`src/hw/kic_pkg.sv`:
```
package kic_pkg;

   // ----------------------------------------------------------------
   // Sizes, offsets and field positions
   // ----------------------------------------------------------------
   localparam int          NPINS     = 8;
   localparam logic [4:0]  OFF_SCR   = 5'h00;
   localparam logic [4:0]  OFF_IER   = 5'h04;
   localparam logic [4:0]  OFF_IPR   = 5'h08;
   localparam logic [4:0]  OFF_BFC   = 5'h0c;
   localparam logic [4:0]  OFF_DIR   = 5'h10;
   localparam logic [4:0]  OFF_DAT   = 5'h14;
   localparam int          BIT_PEND  = 3;
   localparam int          BIT_ACK   = 2;
   localparam int          BIT_MASK  = 1;
   localparam int          BIT_MODE  = 0;
   localparam int          BIT_BCE   = 0;

   // ----------------------------------------------------------------
   // Reset values, vector and bus answers
   // ----------------------------------------------------------------
   localparam logic [7:0]  RST_PINS  = 8'h00;
   localparam logic        RST_BIT   = 1'b0;
   localparam logic [7:0]  RST_OE_N  = 8'hff;
   localparam logic [15:0] VEC_ADDR  = 16'hffe0;
   localparam logic [1:0]  RESP_OK   = 2'b00;
   localparam logic [1:0]  RESP_DEC  = 2'b11;

   // Full-address match against one register offset.
   function automatic logic kic_hit(input logic [31:0] addr, input logic [4:0] off);
      return addr == {27'h0000000, off};
   endfunction : kic_hit

endpackage : kic_pkg

```
`src/hw/kic_axil_slave.sv`:
```
`timescale 1ns/1ns
module kic_axil_slave
(
   input  wire logic        clk,
   input  wire logic        rst,
   input  wire logic [31:0] awaddr,
   input  wire logic        awvalid,
   output logic             awready,
   input  wire logic [31:0] wdata,
   input  wire logic [3:0]  wstrb,
   input  wire logic        wvalid,
   output logic             wready,
   output logic [1:0]       bresp,
   output logic             bvalid,
   input  wire logic        bready,
   input  wire logic [31:0] araddr,
   input  wire logic        arvalid,
   output logic             arready,
   output logic [31:0]      rdata,
   output logic [1:0]       rresp,
   output logic             rvalid,
   input  wire logic        rready,
   output logic             wr_en,
   output logic [31:0]      wr_addr,
   output logic [7:0]       wr_data,
   output logic             wr_be,
   input  wire logic        wr_hit,
   input  wire logic [7:0]  rd_data,
   input  wire logic        rd_hit
);

   // ----------------------------------------------------------------
   // Channel handshakes
   // ----------------------------------------------------------------
   logic aw_held_reg, w_held_reg, aw_take, w_take, ar_take;
   logic aw_held_next, w_held_next, bvalid_next, rvalid_next;

   // Address and data are held separately, so either may come first.
   assign aw_take      = awvalid & awready;
   assign w_take       = wvalid & wready;
   assign ar_take      = arvalid & arready;
   assign wr_en        = aw_held_reg & w_held_reg & ~bvalid;
   assign aw_held_next = (aw_held_reg | aw_take) & ~wr_en;
   assign w_held_next  = (w_held_reg | w_take) & ~wr_en;
   assign bvalid_next  = wr_en | (bvalid & ~bready);
   assign rvalid_next  = ar_take | (rvalid & ~rready);

   // Write path state; readiness is registered from the next state.
   always_ff @(posedge clk or posedge rst)
   begin
      if (rst)
      begin
         aw_held_reg <= 1'b0;
         w_held_reg  <= 1'b0;
         awready     <= 1'b0;
         wready      <= 1'b0;
         bvalid      <= 1'b0;
      end
      else
      begin
         aw_held_reg <= aw_held_next;
         w_held_reg  <= w_held_next;
         awready     <= ~aw_held_next & ~bvalid_next;
         wready      <= ~w_held_next & ~bvalid_next;
         bvalid      <= bvalid_next;
      end
   end

   // Captured write payload and write response.
   always_ff @(posedge clk or posedge rst)
   begin
      if (rst)
      begin
         wr_addr <= 32'h00000000;
         wr_data <= 8'h00;
         wr_be   <= 1'b0;
         bresp   <= kic_pkg::RESP_OK;
      end
      else
      begin
         if (aw_take)
            wr_addr <= awaddr;
         if (w_take)
         begin
            wr_data <= wdata[7:0];
            wr_be   <= wstrb[0];
         end
         if (wr_en)
            bresp <= wr_hit ? kic_pkg::RESP_OK : kic_pkg::RESP_DEC;
      end
   end

   // Read path: data is sampled at the address handshake.
   always_ff @(posedge clk or posedge rst)
   begin
      if (rst)
      begin
         arready <= 1'b0;
         rvalid  <= 1'b0;
         rdata   <= 32'h00000000;
         rresp   <= kic_pkg::RESP_OK;
      end
      else
      begin
         arready <= ~rvalid_next;
         rvalid  <= rvalid_next;
         if (ar_take)
         begin
            rdata <= {24'h000000, rd_data};
            rresp <= rd_hit ? kic_pkg::RESP_OK : kic_pkg::RESP_DEC;
         end
      end
   end

endmodule : kic_axil_slave

```
`src/hw/kic_pin_sync.sv`:
```
`timescale 1ns/1ns
module kic_pin_sync
(
   input  wire logic                       clk,
   input  wire logic                       rst,
   input  wire logic [kic_pkg::NPINS-1:0]  pin_in,
   output logic      [kic_pkg::NPINS-1:0]  pin_lvl
);

   // ----------------------------------------------------------------
   // Two-stage synchronisers, one per pin
   // ----------------------------------------------------------------
   logic [kic_pkg::NPINS-1:0] meta_reg;

   genvar g;
   generate
      for (g = 0; g < kic_pkg::NPINS; g++)
      begin : g_sync
         // The first stage feeds only the second stage.
         always_ff @(posedge clk or posedge rst)
         begin
            if (rst)
            begin
               meta_reg[g] <= 1'b0;
               pin_lvl[g]  <= 1'b0;
            end
            else
            begin
               meta_reg[g] <= pin_in[g];
               pin_lvl[g]  <= meta_reg[g];
            end
         end
      end
   endgenerate

endmodule : kic_pin_sync

```
`src/hw/kic_top.sv`:
```
`timescale 1ns/1ns
module kic_top
(
   input  wire logic        clk,
   input  wire logic        rst,
   input  wire logic [31:0] s_axil_awaddr,
   input  wire logic        s_axil_awvalid,
   output logic             s_axil_awready,
   input  wire logic [31:0] s_axil_wdata,
   input  wire logic [3:0]  s_axil_wstrb,
   input  wire logic        s_axil_wvalid,
   output logic             s_axil_wready,
   output logic [1:0]       s_axil_bresp,
   output logic             s_axil_bvalid,
   input  wire logic        s_axil_bready,
   input  wire logic [31:0] s_axil_araddr,
   input  wire logic        s_axil_arvalid,
   output logic             s_axil_arready,
   output logic [31:0]      s_axil_rdata,
   output logic [1:0]       s_axil_rresp,
   output logic             s_axil_rvalid,
   input  wire logic        s_axil_rready,
   input  wire logic [7:0]  pin_in,
   output logic      [7:0]  pin_out,
   output logic      [7:0]  pin_oe_n,
   output logic      [7:0]  pull_up_en,
   output logic      [7:0]  pull_down_en,
   input  wire logic        vector_fetch,
   input  wire logic [15:0] fetch_addr,
   input  wire logic        break_state,
   output logic             irq_req,
   output logic             wake_req
);

   // ----------------------------------------------------------------
   // Declarations
   // ----------------------------------------------------------------
   logic        wr_en;
   logic [31:0] wr_addr;
   logic [7:0]  wr_data;
   logic        wr_be;
   logic        wr_hit;
   logic [7:0]  rd_data;
   logic        rd_hit;
   logic [7:0]  pin_lvl;
   logic [7:0]  lvl_prev_reg;
   logic [7:0]  pin_irq_enable_bits;
   logic [7:0]  pin_polarity_bits;
   logic [7:0]  port_direction;
   logic [7:0]  port_data_reg;
   logic        trigger_sensitivity;
   logic        request_mask;
   logic        break_clear_enable;
   logic        latch_reg;
   logic        latch_next;
   logic        any_q_reg;
   logic [7:0]  asserted;
   logic [7:0]  act_edge;
   logic        any_now;
   logic        edge_set;
   logic        pending_flag;
   logic        request_acknowledge;
   logic        sw_ack_ok;
   logic        vec_ack;
   logic        ack;
   logic        wr_scr;
   logic        wr_ier;
   logic        wr_ipr;
   logic        wr_bfc;
   logic        wr_dir;
   logic        wr_dat;
   logic [7:0]  scr_rd;
   logic [7:0]  dat_rd;

   // ----------------------------------------------------------------
   // Register bus and pin synchronisers
   // ----------------------------------------------------------------

   // AXI4-Lite slave; register writes land one cycle after both halves.
   kic_axil_slave u_bus
   (
      .clk     (clk),
      .rst     (rst),
      .awaddr  (s_axil_awaddr),
      .awvalid (s_axil_awvalid),
      .awready (s_axil_awready),
      .wdata   (s_axil_wdata),
      .wstrb   (s_axil_wstrb),
      .wvalid  (s_axil_wvalid),
      .wready  (s_axil_wready),
      .bresp   (s_axil_bresp),
      .bvalid  (s_axil_bvalid),
      .bready  (s_axil_bready),
      .araddr  (s_axil_araddr),
      .arvalid (s_axil_arvalid),
      .arready (s_axil_arready),
      .rdata   (s_axil_rdata),
      .rresp   (s_axil_rresp),
      .rvalid  (s_axil_rvalid),
      .rready  (s_axil_rready),
      .wr_en   (wr_en),
      .wr_addr (wr_addr),
      .wr_data (wr_data),
      .wr_be   (wr_be),
      .wr_hit  (wr_hit),
      .rd_data (rd_data),
      .rd_hit  (rd_hit)
   );

   // Pins come from outside the clock domain.
   kic_pin_sync u_sync
   (
      .clk     (clk),
      .rst     (rst),
      .pin_in  (pin_in),
      .pin_lvl (pin_lvl)
   );

   // ----------------------------------------------------------------
   // Address decode
   // ----------------------------------------------------------------

   // Write strobes; byte lane 0 carries every register.
   assign wr_scr = wr_en & wr_be & kic_pkg::kic_hit(wr_addr, kic_pkg::OFF_SCR);
   assign wr_ier = wr_en & wr_be & kic_pkg::kic_hit(wr_addr, kic_pkg::OFF_IER);
   assign wr_ipr = wr_en & wr_be & kic_pkg::kic_hit(wr_addr, kic_pkg::OFF_IPR);
   assign wr_bfc = wr_en & wr_be & kic_pkg::kic_hit(wr_addr, kic_pkg::OFF_BFC);
   assign wr_dir = wr_en & wr_be & kic_pkg::kic_hit(wr_addr, kic_pkg::OFF_DIR);
   assign wr_dat = wr_en & wr_be & kic_pkg::kic_hit(wr_addr, kic_pkg::OFF_DAT);

   // Any mapped offset answers OKAY, others a decode error.
   assign wr_hit = kic_pkg::kic_hit(wr_addr, kic_pkg::OFF_SCR)
                 | kic_pkg::kic_hit(wr_addr, kic_pkg::OFF_IER)
                 | kic_pkg::kic_hit(wr_addr, kic_pkg::OFF_IPR)
                 | kic_pkg::kic_hit(wr_addr, kic_pkg::OFF_BFC)
                 | kic_pkg::kic_hit(wr_addr, kic_pkg::OFF_DIR)
                 | kic_pkg::kic_hit(wr_addr, kic_pkg::OFF_DAT);
   assign rd_hit = kic_pkg::kic_hit(s_axil_araddr, kic_pkg::OFF_SCR)
                 | kic_pkg::kic_hit(s_axil_araddr, kic_pkg::OFF_IER)
                 | kic_pkg::kic_hit(s_axil_araddr, kic_pkg::OFF_IPR)
                 | kic_pkg::kic_hit(s_axil_araddr, kic_pkg::OFF_BFC)
                 | kic_pkg::kic_hit(s_axil_araddr, kic_pkg::OFF_DIR)
                 | kic_pkg::kic_hit(s_axil_araddr, kic_pkg::OFF_DAT);

   // ----------------------------------------------------------------
   // Software registers
   // ----------------------------------------------------------------

   // Status and control: mode and mask; pending and ack are not stored.
   always_ff @(posedge clk or posedge rst)
   begin
      if (rst)
      begin
         trigger_sensitivity <= kic_pkg::RST_BIT;
         request_mask        <= kic_pkg::RST_BIT;
      end
      else if (wr_scr)
      begin
         trigger_sensitivity <= wr_data[kic_pkg::BIT_MODE];
         request_mask        <= wr_data[kic_pkg::BIT_MASK];
      end
   end

   // Per-pin enables and polarities.
   always_ff @(posedge clk or posedge rst)
   begin
      if (rst)
      begin
         pin_irq_enable_bits <= kic_pkg::RST_PINS;
         pin_polarity_bits   <= kic_pkg::RST_PINS;
      end
      else
      begin
         if (wr_ier)
            pin_irq_enable_bits <= wr_data;
         if (wr_ipr)
            pin_polarity_bits <= wr_data;
      end
   end

   // Break clear enable, port direction and port data.
   always_ff @(posedge clk or posedge rst)
   begin
      if (rst)
      begin
         break_clear_enable <= kic_pkg::RST_BIT;
         port_direction     <= kic_pkg::RST_PINS;
         port_data_reg      <= kic_pkg::RST_PINS;
      end
      else
      begin
         if (wr_bfc)
            break_clear_enable <= wr_data[kic_pkg::BIT_BCE];
         if (wr_dir)
            port_direction <= wr_data;
         if (wr_dat)
            port_data_reg <= wr_data;
      end
   end

   // ----------------------------------------------------------------
   // Read data
   // ----------------------------------------------------------------

   // Pending ignores the mask; ack and the upper nibble read zero.
   assign scr_rd = {4'h0, pending_flag, 1'b0, request_mask,
                    trigger_sensitivity};

   // The pin level is visible only where the direction bit is clear.
   assign dat_rd = (port_direction & port_data_reg) | (~port_direction & pin_lvl);

   assign rd_data =
      kic_pkg::kic_hit(s_axil_araddr, kic_pkg::OFF_SCR) ? scr_rd :
      kic_pkg::kic_hit(s_axil_araddr, kic_pkg::OFF_IER) ? pin_irq_enable_bits :
      kic_pkg::kic_hit(s_axil_araddr, kic_pkg::OFF_IPR) ? pin_polarity_bits :
      kic_pkg::kic_hit(s_axil_araddr, kic_pkg::OFF_BFC) ? {7'h00, break_clear_enable} :
      kic_pkg::kic_hit(s_axil_araddr, kic_pkg::OFF_DIR) ? port_direction :
      kic_pkg::kic_hit(s_axil_araddr, kic_pkg::OFF_DAT) ? dat_rd : 8'h00;

   // ----------------------------------------------------------------
   // Detection
   // ----------------------------------------------------------------

   // A pin is asserted when enabled and its level equals its polarity.
   assign asserted = pin_irq_enable_bits & ~(pin_lvl ^ pin_polarity_bits);
   assign any_now  = |asserted;

   // An active edge is a change into the asserted level between samples.
   assign act_edge = asserted & (pin_lvl ^ lvl_prev_reg);

   // Edges count only when no enabled pin was already asserted.
   assign edge_set = (|act_edge) & ~any_q_reg;

   // Previous samples for edge and busy detection.
   always_ff @(posedge clk or posedge rst)
   begin
      if (rst)
      begin
         lvl_prev_reg <= kic_pkg::RST_PINS;
         any_q_reg    <= 1'b0;
      end
      else
      begin
         lvl_prev_reg <= pin_lvl;
         any_q_reg    <= any_now;
      end
   end

   // ----------------------------------------------------------------
   // Request latch and acknowledge
   // ----------------------------------------------------------------

   // Software acknowledge is blocked in break unless clear is enabled.
   assign request_acknowledge = wr_scr & wr_data[kic_pkg::BIT_ACK];
   assign sw_ack_ok = request_acknowledge & (~break_state | break_clear_enable);
   assign vec_ack   = vector_fetch & (fetch_addr == kic_pkg::VEC_ADDR);
   assign ack       = sw_ack_ok | vec_ack;

   // A new edge wins over an acknowledge in the same cycle.
   assign latch_next = edge_set | (latch_reg & ~ack);

   // Level mode keeps the request up while any pin stays asserted.
   assign pending_flag = latch_reg | (trigger_sensitivity & any_q_reg);

   // The latch; reset drops it even with a pin held asserted.
   always_ff @(posedge clk or posedge rst)
   begin
      if (rst)
         latch_reg <= 1'b0;
      else
         latch_reg <= latch_next;
   end

   // ----------------------------------------------------------------
   // Outputs
   // ----------------------------------------------------------------

   // Request to the processor and wake-up from the low-power modes.
   always_ff @(posedge clk or posedge rst)
   begin
      if (rst)
      begin
         irq_req  <= 1'b0;
         wake_req <= 1'b0;
      end
      else
      begin
         irq_req  <= pending_flag & ~request_mask;
         wake_req <= pending_flag & ~request_mask;
      end
   end

   // Pad controls: an enabled pin never drives and gets its pull.
   always_ff @(posedge clk or posedge rst)
   begin
      if (rst)
      begin
         pin_out      <= kic_pkg::RST_PINS;
         pin_oe_n     <= kic_pkg::RST_OE_N;
         pull_up_en   <= kic_pkg::RST_PINS;
         pull_down_en <= kic_pkg::RST_PINS;
      end
      else
      begin
         pin_out      <= port_data_reg;
         pin_oe_n     <= ~(port_direction & ~pin_irq_enable_bits);
         pull_up_en   <= pin_irq_enable_bits & ~pin_polarity_bits;
         pull_down_en <= pin_irq_enable_bits & pin_polarity_bits;
      end
   end
endmodule : kic_top

```
`config.mk`:
```
export PLATFORM = sky130hd
export DESIGN_NAME = kic_top
export DESIGN_NICKNAME = d
export VERILOG_FILES = /design/src/hw/kic_pkg.sv /design/src/hw/kic_axil_slave.sv /design/src/hw/kic_pin_sync.sv /design/src/hw/kic_top.sv
export SDC_FILE = /design/constraint.sdc
export NUM_CORES = 1
export LEC_CHECK = 0
export BUFFER_PORTS_ARGS = -buffer_cell sky130_fd_sc_hd__buf_2
export CAP_MARGIN = 0
export CORE_MARGIN = 4
export CORE_UTILIZATION = 54
export DETAILED_ROUTE_END_ITERATION = 8
export PLACE_DENSITY = 0.93
export SYNTH_ARGS = -nofsm -noshare
export SYNTH_HDL_FRONTEND = slang
export SYNTH_SLANG_ARGS = --single-unit
```
`constraint.sdc`:
```
create_clock -name clk -period 7.85 [get_ports clk]
set_input_delay 1.57 -clock clk [delete_from_list [all_inputs] [get_ports clk]]
set_output_delay 1.57 -clock clk [all_outputs]
set_load 0.02 [all_outputs]
```
==> results of run 1 <==
==> through the flow <==
step                hold slack, ns  setup slack [ns]  power [mW]
floorplan                    0.331              2.20        1.22
global placement             0.336              4.73        1.29
detailed placement           0.335              4.64        1.32
CTS                          0.344              5.09        2.07
global route                 0.347              4.89        2.15
finish                       0.341              5.12        2.06
==> power groups by stage <==
stage,clock [mW],sequential (mW),combinational (mW)
after floorplan,0,1.00,0.217
after global placement,0,1.01,0.278
after detailed placement,0,1.03,0.295
after CTS,0.760,1.02,0.297
after global routing,0.796,1.03,0.322
final,0.748,1.02,0.292
==> cells in the mapped netlist, types with 3 or more instances <==
cell type,number,area share
buf_4,28,0.034
nand4b_1,3,0.0042
nor2_1,12,0.0072
dfrtp_1,144,0.58
inv_1,11,0.0066
nand4_1,8,0.0080
a22oi_1,5,0.0060
nand3_1,5,0.0040
and3b_1,5,0.0070
mux2_2,75,0.14
nor3_1,8,0.0064
dfstp_2,8,0.034
o21ai_0,13,0.010
o21a_1,3,0.0036
a21oi_1,17,0.014
nand2b_1,12,0.012
a31oi_1,4,0.0040
nand3b_1,6,0.0072
nor4_1,19,0.019
nor3b_1,4,0.0048
clkbuf_1,5,0.0030
and3_1,4,0.0040
nor2b_1,10,0.010
nand2_1,21,0.013
and2_1,8,0.0080
xnor2_1,8,0.011
buf_1,4,0.0024
a221oi_1,4,0.0056
a32o_1,4,0.0064
==> critical path, delay by kind of cell <==
| kind | cells | cell delay, ns |
|---|---|---|
| and+or+nand+nor | 1 | 0.91 |
| muxes | 1 | 0.43 |
| buffers and inverters | 1 | 0.11 |
==> final timing paths <==
kind | to | startpoint | cells past startpoint | slack, ns
setup reg to reg | port_data_reg[6] | u_bus.wr_addr[21] | 5 | 5.33
max in group asynchronous | u_sync.meta_reg[7] | rst | 3 | 5.19
hold reg to reg | u_sync.pin_lvl[4] | u_sync.meta_reg[4] | 0 | 0.34
setup / recovery | u_bus.wr_addr[0] | s_axil_awvalid | 3 | 5.12
hold / removal | u_sync.pin_lvl[4] | u_sync.meta_reg[4] | 0 | 0.34
min in group asynchronous | pull_up_en[3] | rst | 2 | 1.24
==> area by class of cell <==
class	instances	area (sq um)	share of cell area
Clock buffer	28	497	0.0656
Clock inverter	3	40.0	0.00529
Inverter	11	46.3	0.00611
Multi-Input combinational cell	302	2210	0.292
Sequential cell	152	3810	0.504
Tap cell	140	175	0.0231
Timing Repair Buffer	157	788	0.104
==> kinds of logic (layout without fill, tap and decap cells) <==
logic type / Yosys count / after routing / synth area share
and+or+nand+nor: 133 / 133 / 0.128
buffers and inverters: 48 / 199 / 0.0458
DFF: 152 / 152 / 0.613
other: 1 / 24 / 0.000602
xor gates and xnor gates: 8 / 8 / 0.0113
muxes: 76 / 76 / 0.137
AOI/OAI and AO/OA: 61 / 61 / 0.0639
==> cell usage in the layout (no fill, tap or decap), types with 5 or more instances in the layout <==
master     count
a21oi_1       17
a22oi_1        5
and2_1         8
and3b_1        5
buf_2        156
clkbuf_1       8
clkbuf_16     17
conb_1        24
dfrtp_1      144
dfstp_2        8
inv_1         10
mux2_2        75
nand2_1       21
nand2b_1      12
nand3_1        5
nand3b_1       6
nand4_1        8
nor2_1        12
nor2b_1       10
nor3_1         8
nor4_1        19
o21ai_0       13
xnor2_1        8
==> metal layers <==
layer / routed length [um] / part of all wire / vias up / global-route usage
met1: 5550 / 0.38 / 2170 / 0.273
met2: 7430 / 0.50 / 221 / 0.392
li1: - / - / 2010 / -
met3: 1330 / 0.090 / 35 / 0.0816
met4: 410 / 0.028 / 0 / 0.105
met5: 0 / 0 / - / 0
==> results.md, run 1 <==
- Instance count of the mapped netlist: about 480
- Async set-reset flop share out of synthesis: 1.00
- Post-CTS Repair Setup Buffers: 0
- Mean post-synth cell area: between 10 and 15 sq um
- Number of antenna repair diodes: 0
- Maximum resistive drop on vdd: 0.222 mV
- Relative slew slack: 0.156
- Largest net degree at the start of global routing: 80
- Buffers from clock root to sink, at most: 2
- Tightest Pin Transition: roughly 1.3 ns
- Proportion of synthesized chip area in sequential cells: 0.613
- Count of input and output buffers: 156
- Wire length of the first global-routing pass: 23.2 mm
- Register name with the most flops: u_bus.wr_addr
- Post-synthesis register bit count: roughly 150
- Wire length per cell: 18.6 um
- Overflow left after global routing: 0
- CP max-delay cell: nand2_1
- Number of remaining DRC errors: 0
- Unrepaired setup endpoints after global routing: no
- Portion of total power attributed to sequential cells: 0.494
- Wire length after detailed routing: 14.7 mm
- Synthesis-to-finish area growth: 21.6%
- Detailed-route via count: 4,436
- Critical path cell sequence: buf_2, nand2_1, mux2_2
- Via/cell ratio: 5.59
- Max reg flops: 32
- Worst clock skew: 0.00715 ns
- DIE HEIGHT: 115 um
- Post-cts hold buffer count: 0
- Switching share of power: 0.257
- Ratio of cells with drive above 1 in the final layout: 0.415
- Post-Place Cell Area: slightly above 7000 sq um
- Number of antenna violations at the first check in global routing: 0
- Max Freq: 367 MHz
- Filler-free cell count of the finished design: 793
- Design internal power: 1.53 mW
- Final count of negative-setup-slack endpoints: 0
- Signal arrival time at the worst endpoint: between 3 and 4 ns
- Number of global-route vias before repair: 4,647
- Number of maximum-capacitance violations: 0
- Critical path's largest stage delay: 0.91 ns
- CTS Sinks: between 150 and 200
- 1st-iter DRT viols: 252
- Number of levels in the clock H-tree: 4
- Cts repair resizes: 0
- Category of the worst setup path launch point: input port
- Filler cell count in the final layout: 764
- Max Slew Vio Count: 0
- Dominant synthesized flop cell: dfrtp_1
- Iteration count of the initial detailed-routing pass: 4
- Worst setup path category: in2reg
- Number of nets in the layout: 774
- CP Capture Type: flop
- Core area: 11,100 sq um
- Minimum clock period: 2.73 ns
- Core utilization of the finished layout: 0.684
- Design Area, Final: around 7600 sq um
- Fraction of the cycle the final worst path needs: 0.347
- Kind of path behind the tightest hold check: reg2reg
- I/O pin cnt: between 200 and 250
- Number of buffers created by CTS: 17
- Die width: 115 um
- Power share of the combinational group: 0.142
- Maximum fanout encountered on the critical timing path: 33
- GRT Total Usage: 0.234
- Run status: complete, no violations
- EDFF count, synth: 0
- Post-detail-place hpwl: 10.7 mm
- P per Cell Area: about 270 nW/um^2
- Req. time, crit path: 8.15 ns
- Post-route ant nets: 0
- Synth Warn #: 0
- Site row count: 38
- CTS tree: built
- Final number of hold-violating endpoints: 0
- Die ar.: 13,300 sq um
- Combined area of all synthesized cells: 6220 sq um
- Master cell of the clock root buffer: clkbuf_16
- Routability congestion estimate from global placement: approximately 0.84
- Clock network fraction of design power: 0.364
- Number of cells in the design after placement: 762
- Clock insertion delay at the later pin of the skew report: 0.42 ns
- Number of distinct standard cells referenced by the synthesized netlist: 47
- Clock transition time at the flip-flop clock pins of the worst setup and hold paths: 0.06 ns
- Net switching power figure: 528 uW
- Starting utilization of the core area: 0.562
- Leakage power figure: roughly 3.7 nW
- Aggregate negative setup slack: 0 ns
Note: power is estimated with default switching activity, not from simulation.
==> inputs of run 2 (changes only) <==
CORE_UTILIZATION = 45   (was 54)
PLACE_DENSITY = 0.83   (was 0.93)
clock period = 2.5 ns   (was 7.85 ns; I/O delays follow)
==> run 2 against run 1 <==
Net effect: clock power rose to 3.3 times the previous value; via count fell by 0.20%; utilization fell by 11 points; clock skew fell by 0.0033 ns; critical endpoint is now port_direction[3].
==> results.md, run 2 (same netlist as run 1, synthesis figures left out) <==
- Tightest Pin Transition: 0.569 ns
- Maximum resistive drop on vdd: around 0.56 mV
- GRT Total Usage: 0.185
- Maximum fanout encountered on the critical timing path: 8
- Start of the worst register-to-register path: u_bus.wr_addr[21]
- Iteration count of the initial detailed-routing pass: 4
- Destination of the worst register-to-register timing path: port_direction[3]
- CP max-delay cell: nor4_4
- Core utilization of the finished layout: 0.577
- Number of global-route vias before repair: 4,546
- Worst hold stages: 1
- Overflow left after global routing: 0
- Footprint of the multi-input gates: 2210 sq um
- Worst setup path category: reg2reg
- Ratio of cells with drive above 1 in the final layout: 0.427
- Die ar.: 15,800 sq um
- Leakage power figure: 3.76 nW
- Fraction of the cycle the final worst path needs: 0.851
- Post-cts hold buffer count: 0
- Routability congestion estimate from global placement: approximately 1.0
- Number of remaining DRC errors: 0
- Minimum clock period: 2.13 ns
- Post-detail-place hpwl: about 11 mm
- Max Slew Vio Count: 0
- Most common cell after layout, fill and taps aside: buf_2
- Category of the worst setup path launch point: flop
- Aggregate negative setup slack: 0 ns
- Cts repair resizes: 0
- Site row count: 42
- Core area: roughly 13,000 sq um
- Via/cell ratio: 5.30
- Wire length per cell: 17.4 um
- Wire length of the first global-routing pass: between 20 and 25 mm
- Number of antenna violations at the first check in global routing: 0
- I/O pin cnt: 208
- Number of maximum-capacitance violations: 0
- Critical path cell sequence: nor4_1, nand4_1, nor4_4, nand2_2, mux2_2
- Number of levels in the clock H-tree: 4
- Cells on worst reg2reg path: 5
- Number of antenna repair diodes: 0
- Combined flip-flop and latch cell area: 3810 sq um
- Critical path's largest stage delay: 0.43 ns
- Final number of hold-violating endpoints: 0
- CTS Sinks: 152
- Filler-free cell count of the finished design: 836
- Worst-case setup margin in the final layout: about 0.37 ns
- Signal arrival time at the worst endpoint: 2.43 ns
- Post-route ant nets: 0
- Worst-case hold path end point: u_sync.meta_reg[4]
- Largest net degree at the start of global routing: 58
- Number of cells in the design after placement: 804
- Top library cells by usage in the layout, fill and taps aside: buf_2, dfrtp_1, mux2_2
- Final count of negative-setup-slack endpoints: 0
- DP Worst Slack: approximately 0.33 ns
- CP delay by family, top: simple AND/OR/NAND/NOR gates
- Worst clock skew: 0.00383 ns
- Buffers & Inverters on Critical Path: 0
- Number of nets in the layout: 780
- Synthesis-to-finish area growth: 24.3%
- CTS tree: built
- Post-CTS Repair Setup Buffers: 0
- Detailed-route via count: 4,427
- CP Capture Type: flop
- Clock transition time at the flip-flop clock pins of the worst setup and hold paths: around 0.060 ns
- Relative slew slack: 0.620
- Count of input and output buffers: around 160
- Die width: 126 um
- Register name with the most flops: u_bus.wr_addr
- Clock insertion delay at the later pin of the skew report: 0.42 ns
- Buffers from clock root to sink, at most: 2
- Filler cell count in the final layout: 1,072
- Max Freq: around 470 MHz
- Critical hold path startpoint: pin_in[4]
- Number of buffers created by CTS: 17
- 1st-iter DRT viols: 205
- Starting utilization of the core area: 0.465
- Wire length after detailed routing: 14.6 mm
- Run status: complete, no violations
- Master cell of the clock root buffer: clkbuf_16
- Reg2reg setup slack: between 0.3 and 0.4 ns
- P per Cell Area: approximately 850 nW/um^2
- DIE HEIGHT: 126 um
- Unrepaired setup endpoints after global routing: no
- Kind of path behind the tightest hold check: in2reg
- Req. time, crit path: 2.80 ns
- Max reg flops: 32
==> run 2: cell types whose count changed in the layout (fill, tap and decap cells not counted) <==
cell / previous run / this run
clkbuf_1: 8 / 4
inv_6: 1 / 0
clkbuf_8: 3 / 4
buf_12: 0 / 2
clkinv_4: 0 / 1
clkinv_2: 2 / 3
bufinv_16: 1 / 2
buf_4: 1 / 5
clkinvlp_4: 0 / 2
==> run 2: routing by layer <==
| layer | part of all wire | vias to the layer above | track usage |
|---|---|---|---|
| li1 | - | 2016 | - |
| met4 | 0.027 | 0 | 0.0855 |
| met3 | 0.086 | 32 | 0.0622 |
| met5 | 0 | - | 0 |
| met2 | 0.49 | 210 | 0.308 |
| met1 | 0.39 | 2169 | 0.216 |
==> run 2: power by group <==
group	internal (mW)	switching, mW	total [mW]
Combinational	0.494	0.429	0.922
Clock	1.57	0.924	2.50
Sequential	2.87	0.314	3.18
==> run 2: layout make-up <==
type / instances / area share
Inverter: 11 / 0.00582
Timing Repair Buffer: 163 / 0.111
Clock buffer: 25 / 0.0640
Sequential cell: 152 / 0.493
Tap cell: 176 / 0.0285
Clock inverter: 7 / 0.0118
Multi-Input combinational cell: 302 / 0.286
==> run 2: metrics by stage <==
stage / total power, mW / hold WS (ns) / cell area [sq um]
3_5_place_dp: 4.15 / 0.337 / 7150
2_1_floorplan: 3.84 / 0.331 / 6310
6_report: 6.60 / 0.185 / 7740
3_3_place_gp: 4.06 / 0.336 / 7150
4_1_cts: 6.66 / 0.167 / 7740
5_1_grt: 6.91 / 0.164 / 7740
==> run 2: worst max-delay path by stage <==
stage	slack [ns]	cells past startpoint	start	end
finish	0.37	5	u_bus.wr_addr[21]	port_direction[3]
global route	0.19	5	u_bus.wr_addr[21]	port_direction[3]
CTS	0.32	5	u_bus.wr_addr[21]	port_direction[3]
detailed placement	0.33	5	u_bus.wr_addr[21]	pin_polarity_bits[1]
global placement	0.40	5	u_bus.wr_addr[6]	pin_polarity_bits[1]
floorplan	0.09	1	rst	any_q_reg
==> inputs of run 3 (changes only) <==
PLACE_DENSITY = 0.85   (was 0.83)
==> run 3 against run 2 <==
Net effect: combinational power shrank 0.5%; sequential share of layout area fell by 0.20 points; clock power up 6%; first-iteration DRC count rose by 4.4%; critical path depth unchanged; register-to-register slack got worse by 0.06 ns; largest cell class unchanged; worst hold slack improved by 0.0057 ns; non-clock buffer count grew 1.
==> results.md, run 3 (same netlist as run 1, synthesis figures left out) <==
- Grt met2 use: 0.325
- Final count of negative-setup-slack endpoints: 0
- Post-CTS Repair Setup Buffers: 0
- Signal arrival time at the worst endpoint: 2.49 ns
- Buffers from clock root to sink, at most: 2
- Number of antenna repair diodes: 0
- Number of buffers created by CTS: 17
- Aggregate negative setup slack: 0 ns
- DIE HEIGHT: 126 um
- Final number of hold-violating endpoints: 0
- P per Cell Area: 868 nW/um^2
- Leakage power figure: 3.78 nW
- Clock insertion delay at the later pin of the skew report: around 0.42 ns
- Die ar.: 15,800 sq um
- Largest net degree at the start of global routing: 79
- Top library cells by usage in the layout, fill and taps aside: buf_2, dfrtp_1, mux2_2
- Overflow left after global routing: 0
- Run status: complete, no violations
- Tightest Pin Transition: 0.598 ns
- Number of remaining DRC errors: 0
- Req. time, crit path: ~2.8 ns
- Via/cell ratio: 5.29
- Site row count: 42
- Master cell of the clock root buffer: clkbuf_16
- Number of levels in the clock H-tree: 4
- Worst setup path category: reg2reg
- CTS tree: built
- Post-Place Cell Area: 7140 sq um
- Number of antenna violations at the first check in global routing: 0
- Maximum fanout encountered on the critical timing path: 8
- Core area: about 13,000 sq um
- Routability congestion estimate from global placement: 1.00
- Wire length per cell: 17.2 um
- Number of global-route vias before repair: 4,766
- Max Freq: 458 MHz
- Die width: 126 um
- Max reg flops: 32
- Post-detail-place hpwl: 10.7 mm
- Synthesis-to-finish area growth: 24.8%
- Met3 usage: 0.0783
- Register name with the most flops: u_bus.wr_addr
- Relative slew slack: 0.600
- Core utilization of the finished layout: 0.580
- Count of input and output buffers: 156
- Clock transition time at the flip-flop clock pins of the worst setup and hold paths: 0.06 ns
- Unrepaired setup endpoints after global routing: no
- GRT Total Usage: 0.189
- Iteration count of the initial detailed-routing pass: 4
- Post-Route Hold Slack: 0.191 ns
- CP Capture Type: flop
- Detailed-route via count: 4,427
- Ratio of cells with drive above 1 in the final layout: 0.427
- Grt met1 use: 0.210
- Fraction of the cycle the final worst path needs: 0.874
- Wire length of the first global-routing pass: around 24 mm
- Maximum resistive drop on vdd: 0.593 mV
- Number of nets in the layout: 781
- I/O pin cnt: 208
- Minimum clock period: 2.19 ns
- Busiest layer in global routing: met2
- Post-route ant nets: 0
- 1st-iter DRT viols: ~210
- Starting utilization of the core area: 0.465
- Worst clock skew: 0.00884 ns
- Design Area, Final: between 7000 and 8000 sq um
- Most common cell after layout, fill and taps aside: buf_2
- Category of the worst setup path launch point: flop
- Max Slew Vio Count: 0
- Number of maximum-capacitance violations: 0
- Kind of path behind the tightest hold check: in2reg
- Wire length after detailed routing: 14.4 mm
- CTS Sinks: 152
run 3: report_power, final:
group | switching (mW) | total, mW | internal, mW
Clock | 0.930 | 2.64 | 1.71
Sequential | 0.317 | 3.19 | 2.87
Combinational | 0.425 | 0.917 | 0.492
Total | 1.67 | 6.74 | 5.07
run 3: layer usage:
| metal | vias up | part of all wire |
|---|---|---|
| li1 | 2008 | - |
| met1 | 2185 | 0.37 |
| met2 | 206 | 0.50 |
| met3 | 28 | 0.10 |
| met4 | 0 | 0.021 |
| met5 | - | 0 |
run 3: path summary, 6_finish.rpt:
check                                    from                   end  slack, ns  depth (start not counted)
setup / recovery            u_bus.wr_addr[21]  pin_polarity_bits[1]       0.31                          5
min in group asynchronous                 rst            pin_out[3]       0.56                          3
hold / removal                      pin_in[2]    u_sync.meta_reg[2]       0.19                          1
setup reg to reg            u_bus.wr_addr[21]  pin_polarity_bits[1]       0.31                          5
max in group asynchronous                 rst           pin_oe_n[5]       1.23                          4
hold reg to reg            u_sync.meta_reg[4]     u_sync.pin_lvl[4]       0.34                          0
run 3: worst max-delay path, cell delays in order, from the launching register on:
cell	delay, ns
dfrtp_1	0.37
nor4_1	0.35
nand4_1	0.27
nor4_4	0.44
nand2_2	0.26
mux2_1	0.37
run 3: cell type report:
| cell class | instances | area (sq um) |
|---|---|---|
| inverters | 11 | 45.0 |
| clock inverters | 6 | 111 |
| repair buffers | 164 | 856 |
| multi-input cells | 302 | 2210 |
| fillers | 1078 | 5630 |
| well taps | 176 | 220 |
| clock buffers | 26 | 509 |
| flip-flops and latches | 152 | 3810 |
run 3: stage by stage:
stage,instances,power [mW],worst slack (ns)
global route,837,7.07,0.139
detailed placement,804,4.15,0.258
CTS,837,6.80,0.261
finish,837,6.74,0.315
floorplan,502,3.84,0.0896
global placement,804,4.05,0.395
run 3: what timing repair did:
item / 4_1_cts / 5_1_grt
hold buffers: 1 / 0
resized for setup: 0 / 0
hold endpoints to repair: 4 / 0
